===== src/dram_pkg.sv =====
package dram_pkg;
  // ==========================================================
  // Clock
  localparam int CLK_PERIOD_NS = 25;

  // ==========================================================
  // Pin widths
  localparam int ROW_BITS = 9;
  localparam int ADDR_BITS = 18;
  localparam int REF_ROW_BITS = 8;
  localparam int REF_ROWS = 256;

  // ==========================================================
  // Times in their own units
  localparam int POWERUP_WAIT_US = 500;
  localparam int DUMMY_CYCLES = 8;
  localparam int REFRESH_INTERVAL_MS = 4;
  localparam int RAS_PRECHARGE_NS = 100;
  localparam int RAS_LOW_NS = 120;
  localparam int CAS_LOW_NS = 60;
  localparam int ROW_TO_COLUMN_DELAY_MIN_NS = 25;
  localparam int ROW_TO_COLUMN_DELAY_MAX_NS = 60;
  localparam int COLUMN_TO_ROW_PRECHARGE_DELAY_NS = 30;
  localparam int READ_HOLD_AFTER_ROW_NS = 20;
  localparam int ROW_ACCESS_TIME_NS = 120;
  localparam int COLUMN_ACCESS_TIME_NS = 60;

  // ==========================================================
  // Cycle counts: least times round up, longest times round down
  function automatic int cyc_up(input int ns);
    int c;
    c = (ns + CLK_PERIOD_NS - 1) / CLK_PERIOD_NS;
    return (c < 1) ? 1 : c;
  endfunction

  function automatic int cyc_down(input int ns);
    int c;
    c = ns / CLK_PERIOD_NS;
    return (c < 1) ? 1 : c;
  endfunction

  function automatic int max2(input int a, input int b);
    return (a > b) ? a : b;
  endfunction

  localparam int POWERUP_CYC = POWERUP_WAIT_US * 1000 / CLK_PERIOD_NS;
  localparam int REFRESH_TICK_CYC =
    REFRESH_INTERVAL_MS * 1000000 / REF_ROWS / CLK_PERIOD_NS;
  localparam int RP_CYC = cyc_up(RAS_PRECHARGE_NS);
  localparam int RAS_LOW_CYC = cyc_up(RAS_LOW_NS);
  localparam int CAS_LOW_CYC = cyc_up(CAS_LOW_NS);
  localparam int RCD_CYC = max2(cyc_up(ROW_TO_COLUMN_DELAY_MIN_NS),
                                cyc_down(ROW_TO_COLUMN_DELAY_MAX_NS));
  localparam int CRP_CYC = cyc_up(COLUMN_TO_ROW_PRECHARGE_DELAY_NS);
  localparam int RRH_CYC = cyc_up(READ_HOLD_AFTER_ROW_NS);
  localparam int RAC_CYC = cyc_up(ROW_ACCESS_TIME_NS);
  localparam int CAC_CYC = cyc_up(COLUMN_ACCESS_TIME_NS);
  localparam int ACT_CYC = max2(max2(RAS_LOW_CYC, RAC_CYC),
                                RCD_CYC + max2(CAS_LOW_CYC, CAC_CYC));
  localparam int CNT_BITS = 8;

  typedef enum logic [2:0] {
    ST_INIT, ST_IDLE, ST_ACT, ST_REF, ST_PRE, ST_HOLD, ST_HID
  } ctrl_state_t;
endpackage


===== src/refresh_if.sv =====
`timescale 1ns/10ps
interface refresh_if;
  logic tick;
  logic powered;
  modport timer (output tick, output powered);
  modport ctrl (input tick, input powered);
endinterface


===== src/dram_ctrl.sv =====
`timescale 1ns/10ps
module dram_ctrl
  import dram_pkg::*;
#(
  parameter int POWERUP_CYCLES = POWERUP_CYC,
  parameter int TICK_CYCLES = REFRESH_TICK_CYC
) (
  input wire logic clk_sys,
  input wire logic resetn,
  input wire logic req,
  input wire logic req_write,
  input wire logic [ADDR_BITS-1:0] req_addr,
  input wire logic req_wdata,
  input wire logic rd_hold,
  output logic req_ready,
  output logic rd_valid,
  output logic rd_data,
  output logic init_done,
  output logic ras_n,
  output logic cas_n,
  output logic we_n,
  output logic [ROW_BITS-1:0] mem_addr,
  output logic mem_d,
  input wire logic mem_q
);
  refresh_if rif ();

  refresh_timer #(
    .POWERUP_CYCLES(POWERUP_CYCLES),
    .TICK_CYCLES(TICK_CYCLES)
  ) u_timer (
    .clk_sys(clk_sys),
    .resetn(resetn),
    .rif(rif)
  );

  // ==========================================================
  // State
  ctrl_state_t state_reg, state_next;
  logic [CNT_BITS-1:0] cnt_reg, cnt_next;
  logic [REF_ROW_BITS-1:0] row_ctr_reg, row_ctr_next;
  logic [3:0] dummy_reg, dummy_next;
  logic pend_reg, pend_next;
  logic init_reg, init_next;
  logic write_reg, write_next;
  logic [ROW_BITS-1:0] col_reg, col_next;
  logic ras_n_reg, ras_n_next;
  logic cas_n_reg, cas_n_next;
  logic we_n_reg, we_n_next;
  logic [ROW_BITS-1:0] addr_reg, addr_next;
  logic d_reg, d_next;
  logic rd_data_reg, rd_data_next;
  logic rd_valid_reg, rd_valid_next;
  logic ready_reg, ready_next;
  logic ref_start;

  // ==========================================================
  // Decode
  wire logic [CNT_BITS-1:0] cnt_inc = cnt_reg + CNT_BITS'(1);
  wire logic [CNT_BITS-1:0] cnt_sat = (&cnt_reg) ? cnt_reg : cnt_inc;
  wire logic act_col = cnt_reg == CNT_BITS'(0);
  wire logic act_cas = cnt_reg == CNT_BITS'(RCD_CYC - 1);
  wire logic act_end = cnt_reg == CNT_BITS'(ACT_CYC - 1);
  wire logic ras_end = cnt_reg == CNT_BITS'(RAS_LOW_CYC - 1);
  // Covers precharge, column-to-row delay and the read hold on write strobe
  wire logic pre_done = cnt_reg >= CNT_BITS'(max2(RP_CYC, max2(CRP_CYC, RRH_CYC)) - 1);
  wire logic dummy_last = dummy_reg == 4'(DUMMY_CYCLES - 1);
  wire logic take_req = req && ready_reg;
  wire logic [ROW_BITS-1:0] ref_row = {1'b0, row_ctr_reg};

  // ==========================================================
  // Next-state logic
  always_comb begin
    state_next = state_reg;
    cnt_next = cnt_reg;
    row_ctr_next = row_ctr_reg;
    dummy_next = dummy_reg;
    init_next = init_reg;
    write_next = write_reg;
    col_next = col_reg;
    ras_n_next = ras_n_reg;
    cas_n_next = cas_n_reg;
    we_n_next = we_n_reg;
    addr_next = addr_reg;
    d_next = d_reg;
    rd_data_next = rd_data_reg;
    rd_valid_next = 1'b0;
    ref_start = 1'b0;
    unique case (state_reg)
      ST_INIT: begin
        if (rif.powered) begin
          ras_n_next = 1'b0;
          addr_next = ref_row;
          cnt_next = '0;
          state_next = ST_REF;
        end
      end
      ST_IDLE: begin
        cnt_next = '0;
        if (!init_reg || pend_reg) begin
          ref_start = init_reg;
          ras_n_next = 1'b0;
          addr_next = ref_row;
          state_next = ST_REF;
        end else if (take_req) begin
          ras_n_next = 1'b0;
          addr_next = req_addr[ADDR_BITS-1:ROW_BITS];
          col_next = req_addr[ROW_BITS-1:0];
          write_next = req_write;
          d_next = req_wdata;
          state_next = ST_ACT;
        end
      end
      ST_ACT: begin
        cnt_next = cnt_inc;
        if (act_col) begin
          addr_next = col_reg;
          we_n_next = !write_reg; // Early write keeps the output open
        end
        if (act_cas) cas_n_next = 1'b0;
        if (act_end) begin
          ras_n_next = 1'b1;
          cnt_next = '0;
          if (!write_reg) begin
            rd_data_next = mem_q;
            rd_valid_next = 1'b1;
          end
          we_n_next = 1'b1;
          if (!write_reg && rd_hold) begin
            state_next = ST_HOLD;
          end else begin
            cas_n_next = 1'b1;
            state_next = ST_PRE;
          end
        end
      end
      ST_REF: begin
        cnt_next = cnt_inc;
        if (ras_end) begin
          ras_n_next = 1'b1;
          cnt_next = '0;
          row_ctr_next = row_ctr_reg + REF_ROW_BITS'(1);
          if (!init_reg) begin
            dummy_next = dummy_reg + 4'(1);
            if (dummy_last) init_next = 1'b1;
          end
          state_next = ST_PRE;
        end
      end
      ST_PRE: begin
        cnt_next = cnt_sat;
        if (pre_done) state_next = ST_IDLE;
      end
      ST_HOLD: begin
        cnt_next = cnt_sat;
        rd_valid_next = 1'b1;
        if (!rd_hold) begin
          cas_n_next = 1'b1;
          state_next = ST_PRE;
        end else if (pend_reg && pre_done) begin
          ref_start = 1'b1;
          ras_n_next = 1'b0;
          cnt_next = '0;
          state_next = ST_HID;
        end
      end
      ST_HID: begin
        cnt_next = cnt_inc;
        rd_valid_next = 1'b1;
        if (ras_end) begin
          ras_n_next = 1'b1;
          cnt_next = '0;
          state_next = ST_HOLD;
        end
      end
      // Eighth code of the state word is unused
      default: state_next = ST_INIT;
    endcase
    // A tick in the same cycle as a refresh start is kept
    pend_next = rif.tick || (pend_reg && !ref_start);
    ready_next = (state_next == ST_IDLE) && init_next && !pend_next && !take_req;
  end

  // ==========================================================
  // Registers
  always_ff @(posedge clk_sys) begin
    if (!resetn) begin
      state_reg <= ST_INIT;
      cnt_reg <= '0;
      row_ctr_reg <= '0;
      dummy_reg <= '0;
      pend_reg <= 1'b0;
      init_reg <= 1'b0;
      write_reg <= 1'b0;
      col_reg <= '0;
      ras_n_reg <= 1'b1;
      cas_n_reg <= 1'b1;
      we_n_reg <= 1'b1;
      addr_reg <= '0;
      d_reg <= 1'b0;
      rd_data_reg <= 1'b0;
      rd_valid_reg <= 1'b0;
      ready_reg <= 1'b0;
    end else begin
      state_reg <= state_next;
      cnt_reg <= cnt_next;
      row_ctr_reg <= row_ctr_next;
      dummy_reg <= dummy_next;
      pend_reg <= pend_next;
      init_reg <= init_next;
      write_reg <= write_next;
      col_reg <= col_next;
      ras_n_reg <= ras_n_next;
      cas_n_reg <= cas_n_next;
      we_n_reg <= we_n_next;
      addr_reg <= addr_next;
      d_reg <= d_next;
      rd_data_reg <= rd_data_next;
      rd_valid_reg <= rd_valid_next;
      ready_reg <= ready_next;
    end
  end

  assign req_ready = ready_reg;
  assign rd_valid = rd_valid_reg;
  assign rd_data = rd_data_reg;
  assign init_done = init_reg;
  assign ras_n = ras_n_reg;
  assign cas_n = cas_n_reg;
  assign we_n = we_n_reg;
  assign mem_addr = addr_reg;
  assign mem_d = d_reg;
endmodule // dram_ctrl


===== src/refresh_timer.sv =====
`timescale 1ns/10ps
module refresh_timer
  import dram_pkg::*;
#(
  parameter int POWERUP_CYCLES = POWERUP_CYC,
  parameter int TICK_CYCLES = REFRESH_TICK_CYC
) (
  input wire logic clk_sys,
  input wire logic resetn,
  refresh_if.timer rif
);
  localparam int W = $clog2(POWERUP_CYCLES + TICK_CYCLES + 1);

  logic [W-1:0] cnt_reg;
  logic powered_reg;
  logic tick_reg;

  wire logic pu_done = cnt_reg == W'(POWERUP_CYCLES - 1);
  wire logic tick_done = cnt_reg == W'(TICK_CYCLES - 1);
  wire logic wrap = powered_reg ? tick_done : pu_done;

  // ==========================================================
  // Power-up wait, then one pulse per row interval
  always_ff @(posedge clk_sys) begin
    if (!resetn) begin
      cnt_reg <= '0;
      powered_reg <= 1'b0;
      tick_reg <= 1'b0;
    end else begin
      cnt_reg <= wrap ? '0 : cnt_reg + W'(1);
      if (pu_done) powered_reg <= 1'b1;
      tick_reg <= powered_reg && tick_done;
    end
  end

  assign rif.tick = tick_reg;
  assign rif.powered = powered_reg;
endmodule // refresh_timer

===== config.mk =====
export PLATFORM = sky130hd
export DESIGN_NAME = dram_ctrl
export DESIGN_NICKNAME = d
export VERILOG_FILES = /design/src/dram_pkg.sv /design/src/refresh_if.sv /design/src/dram_ctrl.sv /design/src/refresh_timer.sv
export SDC_FILE = /design/constraint.sdc
export NUM_CORES = 1
export LEC_CHECK = 0
export BUFFER_PORTS_ARGS = -buffer_cell sky130_fd_sc_hd__buf_2
export CORE_MARGIN = 2
export CORE_UTILIZATION = 62
export CTS_BUF_LIST = sky130_fd_sc_hd__clkbuf_16
export CTS_CLUSTER_DIAMETER = 60
export DETAILED_ROUTE_END_ITERATION = 12
export GPL_TIMING_DRIVEN = 0
export PLACE_DENSITY_LB_ADDON = 0.08
export RECOVER_POWER = 50
export SYNTH_ARGS = -nofsm -noshare
export SYNTH_HDL_FRONTEND = slang
export SYNTH_SLANG_ARGS = --single-unit

===== constraint.sdc =====
create_clock -name clk_sys -period 6.02 [get_ports clk_sys]
set_input_delay 1.204 -clock clk_sys [delete_from_list [all_inputs] [get_ports clk_sys]]
set_output_delay 1.204 -clock clk_sys [all_outputs]
set_load 0.005 [all_outputs]

# Word level (Yosys, flattened, before mapping)
# Index checks and enable logic that the tools add are counted.
# W data, S select, Z words.
[word_totals]
output_inout_bits = 17
in_bits = 25
register_bits = 68
[op_classes]
n_eq_ne = 19
magnitude_cmp = 1
mux = 48
bitwise = 4
n_addsub = 4
n_reduce_logical = 35
[ops]
columns = ["operator", "n"]
rows = [
  ["$mux W8", 5],
  ["$pmux W8 S5", 1],
  ["$mux W9", 4],
  ["$mux W3", 9],
  ["$pmux W9 S3", 1],
  ["$mux W1", 23],
  ["$pmux W3 S7", 1],
  ["$add A8 B1 Y8 const B", 2],
  ["$add A15 B1 Y15 const B", 1],
  ["$eq A15 B10 Y1 const B", 1],
  ["$eq A15 B15 Y1 const B", 1],
  ["$eq A3 B3 Y1 const B", 3],
  ["$reduce_and A3 Y1", 3],
  ["$eq A8 B1 Y1 const B", 1],
  ["$eq A8 B3 Y1 const B", 1],
  ["$ge A8 B2 Y1 const B", 1],
  ["$logic_and A1 B1 Y1", 8],
  ["$logic_not A8 Y1", 1],
  ["$ne A2 B2 Y1 const B", 4],
  ["$reduce_and A2 Y1", 4],
  ["$reduce_and A8 Y1", 1],
  ["$eq A3 B1 Y1 const B", 2],
  ["$eq A3 B2 Y1 const B", 2],
  ["$pmux W1 S2", 3],
  ["17 further kinds", 28],
]

# Longest topological paths before layout
[logic_depth]
depth_word = 11
ltp_mapped = 8

# Cells and area by module
# Synthesis repeated with hierarchy kept, for this count alone.
[unflattened]
hier_cells = 379
hier_area_um2 = 3390.8
[by_module_without_submodules]
columns = ["module", "area_each_um2", "n_inst", "seq_area_each_um2", "cells_per_inst"]
rows = [
  ["dram_ctrl", 2568.7, 1, 1021.0, 292],
  ["refresh_timer", 822.0, 1, 340.3, 87],
]

# Worst setup path after synthesis
# OpenSTA, ideal clock, no wires.
[synth_path]
kind = "input -> register"
start = "input req"
end = "register addr_reg[7], in the netlist mem_addr[7]"
path_slack_ns = 3.730
required_ns = 5.934
setup_time_ns = 0.086
arrival_time_ns = 2.204
cell_stages = 7
n_path_buf = 2
path_cell_list = "nand2_1 a31oi_1 and3_1 buf_2 buf_2 nor2_1 a211oi_1"
[synth_between]
elab_chain_cells = 3
[synth_rtl]
columns = ["item", "line_no", "rtl"]
rows = [
  ["from (decl)", "dram_ctrl.sv:10", "input wire logic req,"],
  ["$logic_and A1 B1 Y1", "dram_ctrl.sv:68", "wire logic take_req = req && ready_reg;"],
  ["$ne A3 B3 Y1 (no source line)", "-", ""],
  ["$reduce_and A4 Y1 (no source line)", "-", ""],
  ["to (signal assigned)", "dram_ctrl.sv:216", "addr_reg <= addr_next;"],
  ["to (decl)", "dram_ctrl.sv:50", "logic [ROW_BITS-1:0] addr_reg, addr_next;"],
]
# Every way passes these cells.
# A chain may end at the register's enable or synchronous reset.

# Worst setup path after layout
[layout_path]
start = "register u_timer.cnt_reg[9]"
end = "register u_timer.cnt_reg[6]"
[layout_between]
elab_chain_cells = 3
word_cells_on_any_way = 4
classes_between = "2 x eq/ne; 1 x mux; 1 x reduce/logical"
[layout_rtl]
columns = ["item", "line_no", "rtl"]
rows = [
  ["from (decl)", "refresh_timer.sv:14", "logic [W-1:0] cnt_reg;"],
  ["from (signal assigned)", "refresh_timer.sv:30", "cnt_reg <= wrap ? '0 : cnt_reg + W'(1);"],
  ["$eq A15 B15 Y1 / $eq A15 B10 Y1 (equally long branches)", "refresh_timer.sv:18, refresh_timer.sv:19", ""],
  ["$mux W1 (*)", "refresh_timer.sv:20", "wire logic wrap = powered_reg ? tick_done : pu_done;"],
  ["$reduce_or A2 Y1 (no source line) (*)", "-", ""],
]
# Mark *: on every way between the ends. The rest lies on a longest branch, timed or not.

==> impl_results.rst <==
.. list-table::
   :header-rows: 1

   * - Metric
     - Value
   * - Final HPWL DP
     - ~5.5 mm
   * - Reg2reg path depth
     - 6
   * - Insertion delay to the later sink of the worst-skew pair
     - about 0.33 ns
   * - Count of input and output buffers
     - 41
   * - Total inserted antenna cells
     - 0
   * - Kind of end point of the critical path
     - register
   * - Synthesized flop and latch total
     - slightly below 70
   * - Fraction of synthesized cell area in xor and xnor cells
     - 6.11%
   * - Final cycle utilization of the critical path
     - between 40 and 50%
   * - Clock input transition at the sequential cells of the worst setup and hold paths
     - ~0.05 ns
   * - Layout cell share with drive strength beyond 1
     - ~14%
   * - Buffer type at the clock tree root
     - clkbuf_16
   * - Worst clock skew
     - ~0.007 ns
   * - Count of hold-fix buffers inserted at cts
     - 0
   * - Critical path launch point
     - u_timer.cnt_reg[9]
   * - DRC marker count from the first detailed-route iteration
     - 324
   * - Mux contribution to synthesized area
     - under 10%
   * - Total CTS buffers
     - 9
   * - DRC errors left
     - 0
   * - Post-Synthesis Cell Area
     - 0.00329 sq mm
   * - Number of detailed-route iterations in the first pass
     - 8
   * - Overall via count from detail_route
     - ~3000
   * - R2R Path End
     - u_timer.cnt_reg[6]
   * - Number of library cell types mapped by synthesis
     - between 60 and 70
   * - Startpoint kind of the worst setup timing path
     - register
   * - Post-Syn Nets
     - 410
   * - Worst hold-check path type
     - reg2reg
   * - Wire per inst
     - approximately 16 um
   * - Setup slack of the worst register-to-register path
     - between 3 and 4 ns
   * - Final layout net count
     - between 400 and 500
   * - Maximum clock insertion buffer count
     - 2
   * - Area added between synthesis and finish
     - 17.6%
   * - Final Critical Period
     - 2.56 ns
   * - Worst-margin pin slew
     - between 0.7 and 0.8 ns
   * - Post-cts resize count
     - 0
   * - Synth Area in Adders
     - 2.66%
   * - Total number of yosys warnings
     - 0
   * - Setup repair after global routing missed its margin
     - false
   * - Post-synthesis average cell area
     - slightly below 9 sq um
   * - GRT Util Overall
     - a little over a quarter
   * - Flip-flop count of the largest register after layout
     - 15
   * - Final Hold Fails
     - 0
   * - Most used flip-flop cell after synthesis
     - dfxtp_1
   * - Routed Wire Length
     - just over 8 mm
   * - Dominant combinational cell family by area after synthesis
     - simple AND/OR/NAND/NOR gates
   * - Largest fanout on the critical path
     - 10
   * - Dominant cells by area after synthesis
     - dfxtp_1 (41%), nor2_1 (7.5%), mux2i_1 (4.3%), xor2_1 (4.0%), a211oi_1 (2.7%)
   * - Basic-gate share of the synthesized area counting and, or, nand and nor cells
     - between 20% and 30%
   * - Leakage power
     - around 1.5 nW
   * - Async S/R FF share, synth
     - 0%
   * - Overall die width
     - 76.9 um
   * - Number of enable flip-flop cells after synthesis
     - 0
   * - Complex-gate fraction of the synthesized area
     - between 10% and 20%
   * - Yosys top cell by area
     - dfxtp_1
   * - Largest voltage drop on the vdd net
     - approximately 0.00021 V
   * - Number of core rows
     - 26
   * - Outcome
     - finished clean
   * - Post-synthesis sequential area ratio
     - between 40% and 50%
   * - Number of violations of the max-capacitance limit
     - 0
   * - Worst slew slack as a fraction of its limit
     - 47.5%
   * - CTS sink cnt
     - 68
   * - Initial antenna violation count
     - 0
   * - Total negative slack
     - 0 ns
   * - Wire length of the first global-routing pass
     - ~13 mm
   * - Cell count after synthesis
     - around 380
   * - Data arrival at the endpoint of the critical path
     - between 2 and 3 ns
   * - Required time of the worst setup path
     - slightly above 6 ns
   * - Kind of critical path
     - reg2reg
   * - Combinational power share
     - between 20% and 30%
   * - Core area
     - 0.00511 sq mm
   * - Net load switching power
     - between 400 and 500 uW
   * - Pin count of the biggest net entering global routing
     - 12
   * - TritonCTS clock tree
     - done
   * - R2R Path Start
     - u_timer.cnt_reg[9]
   * - Critical path destination
     - u_timer.cnt_reg[6]
   * - Final antenna-violating net count
     - 0
   * - Global-route congestion overflow total
     - 0
   * - Vias per cell
     - 6.06
   * - Starting Density
     - between 60% and 70%
   * - Final core utilization
     - between 70 and 80%
   * - Maximum operating frequency
     - approximately 0.39 GHz
   * - Cell Pwr Density
     - 355 mW/mm^2
   * - Share of power burned in the clock network
     - roughly two fifths
   * - IO Pins
     - 42
   * - Count of pins over their slew limit
     - 0
   * - Global placer's final weighted congestion
     - approximately 0.9
   * - Floorplan die height
     - between 70 and 80 um
   * - Post-CTS Setup Inserts
     - 0
   * - Switching part of the total
     - approximately 30%
   * - Vias in the first global route
     - around 2700
   * - Internal Power
     - 970 uW
   * - H-tree depth
     - 3
   * - Top-area cell type share of the netlist area
     - between 40% and 50%
   * - Area enclosed by the die boundary
     - between 0.005 and 0.006 sq mm
   * - Sequential group share of total power
     - 38.5%
   * - Total setup violations reported at the end of the flow
     - 0
==> cells by family (layout without fill, tap and decap cells) <==
logic type               count (synthesis)  after routing
adder cells (fa/ha/maj)                  7              7
XOR/XNOR                                23             23
multiplexers                            14             14
buffers and inverters                   31             88
AO/OA/AOI/OAI                           68             68
AND/OR/NAND/NOR                        167            167
flip-flops                              68             68
==> cell type report <==
cell class              count  area (sq um)
plain buffers              19          90.1
clock buffers               9           225
clock inverters             7          81.3
fillers                   394          1230
inverters                  12          45.0
multi-input cells         279          1790
flip-flops and latches     68          1360
well taps                  70          87.6
repair buffers             41           195
==> metal layers <==
layer | up-vias | track usage [%] | share of wire, %
met1 | 1456 | 35.2 | 43
met2 | 110 | 44.8 | 48
met4 | 0 | 13.6 | 2.8
met3 | 22 | 4.24 | 5.8
met5 | - | 0 | 0
li1 | 1474 | - | -
==> per-stage QoR <==
step                total power [mW]  setup slack [ns]  area, sq um  hold WS (ns)  std cells
CTS                             1.38              3.67         3890         0.459        505
global route                    1.44              3.18         3870         0.491        505
finish                          1.38              3.46         3870         0.456        505
floorplan                      0.738              3.73         3290         0.433        378
detailed placement             0.837              3.34         3590         0.450        489
global placement               0.831              3.33         3590         0.442        489
==> synth_stat cells (6+ instances only) <==
cell	count
inv_1	12
dfxtp_1	68
a21oi_1	11
o21ai_0	8
a211oi_1	12
mux2i_1	14
nand3_1	13
ha_1	7
and3_1	14
nor2_1	66
xor2_1	15
nand4_1	14
nor2b_1	6
clkbuf_1	11
nand2_1	22
a222oi_1	8
xnor2_1	8
==> layout by cell type (no fill, tap or decap), types with 7 or more instances in the layout <==
cell type,synthesis,layout
inv_1,12,12
a222oi_1,8,8
nor2_1,66,66
buf_2,4,36
dfxtp_1,68,68
xnor2_1,8,8
o21ai_0,8,10
and3_1,14,14
a211oi_1,12,12
clkbuf_1,11,19
nand4_1,14,14
nand3_1,13,13
nand2_1,22,22
ha_1,7,7
mux2i_1,14,14
xor2_1,15,15
clkbuf_16,0,9
a21oi_1,11,11
==> how the worst min path moves through the flow <==
stage                     cells after the start                 end                from  slack, ns
after global routing                          1  u_timer.cnt_reg[0]  u_timer.cnt_reg[0]       0.49
after global placement                        1                we_n                we_n       0.44
final                                         1               cas_n               cas_n       0.46
after floorplan                               1  u_timer.cnt_reg[0]  u_timer.cnt_reg[0]       0.43
after CTS                                     1               cas_n               cas_n       0.46
after detailed placement                      1               cas_n               cas_n       0.45
==> power groups by stage <==
stage                     Sequential (mW)  Clock, mW  Combinational (mW)
after CTS                           0.529      0.544               0.304
final                               0.531      0.542               0.304
after floorplan                     0.539          0               0.199
after global placement              0.536          0               0.295
after global routing                0.537      0.562               0.341
after detailed placement            0.538          0               0.298
==> critical path, stage by stage, from the launching register on <==
cell and delay, ns:
dfxtp_1 0.40, nor4b_1 0.27, nand3b_1 0.18, or4_1 0.55, o21ai_0 0.53, clkbuf_1 0.42, nor2_1 0.09
Power figures use the tool's default switching activity.
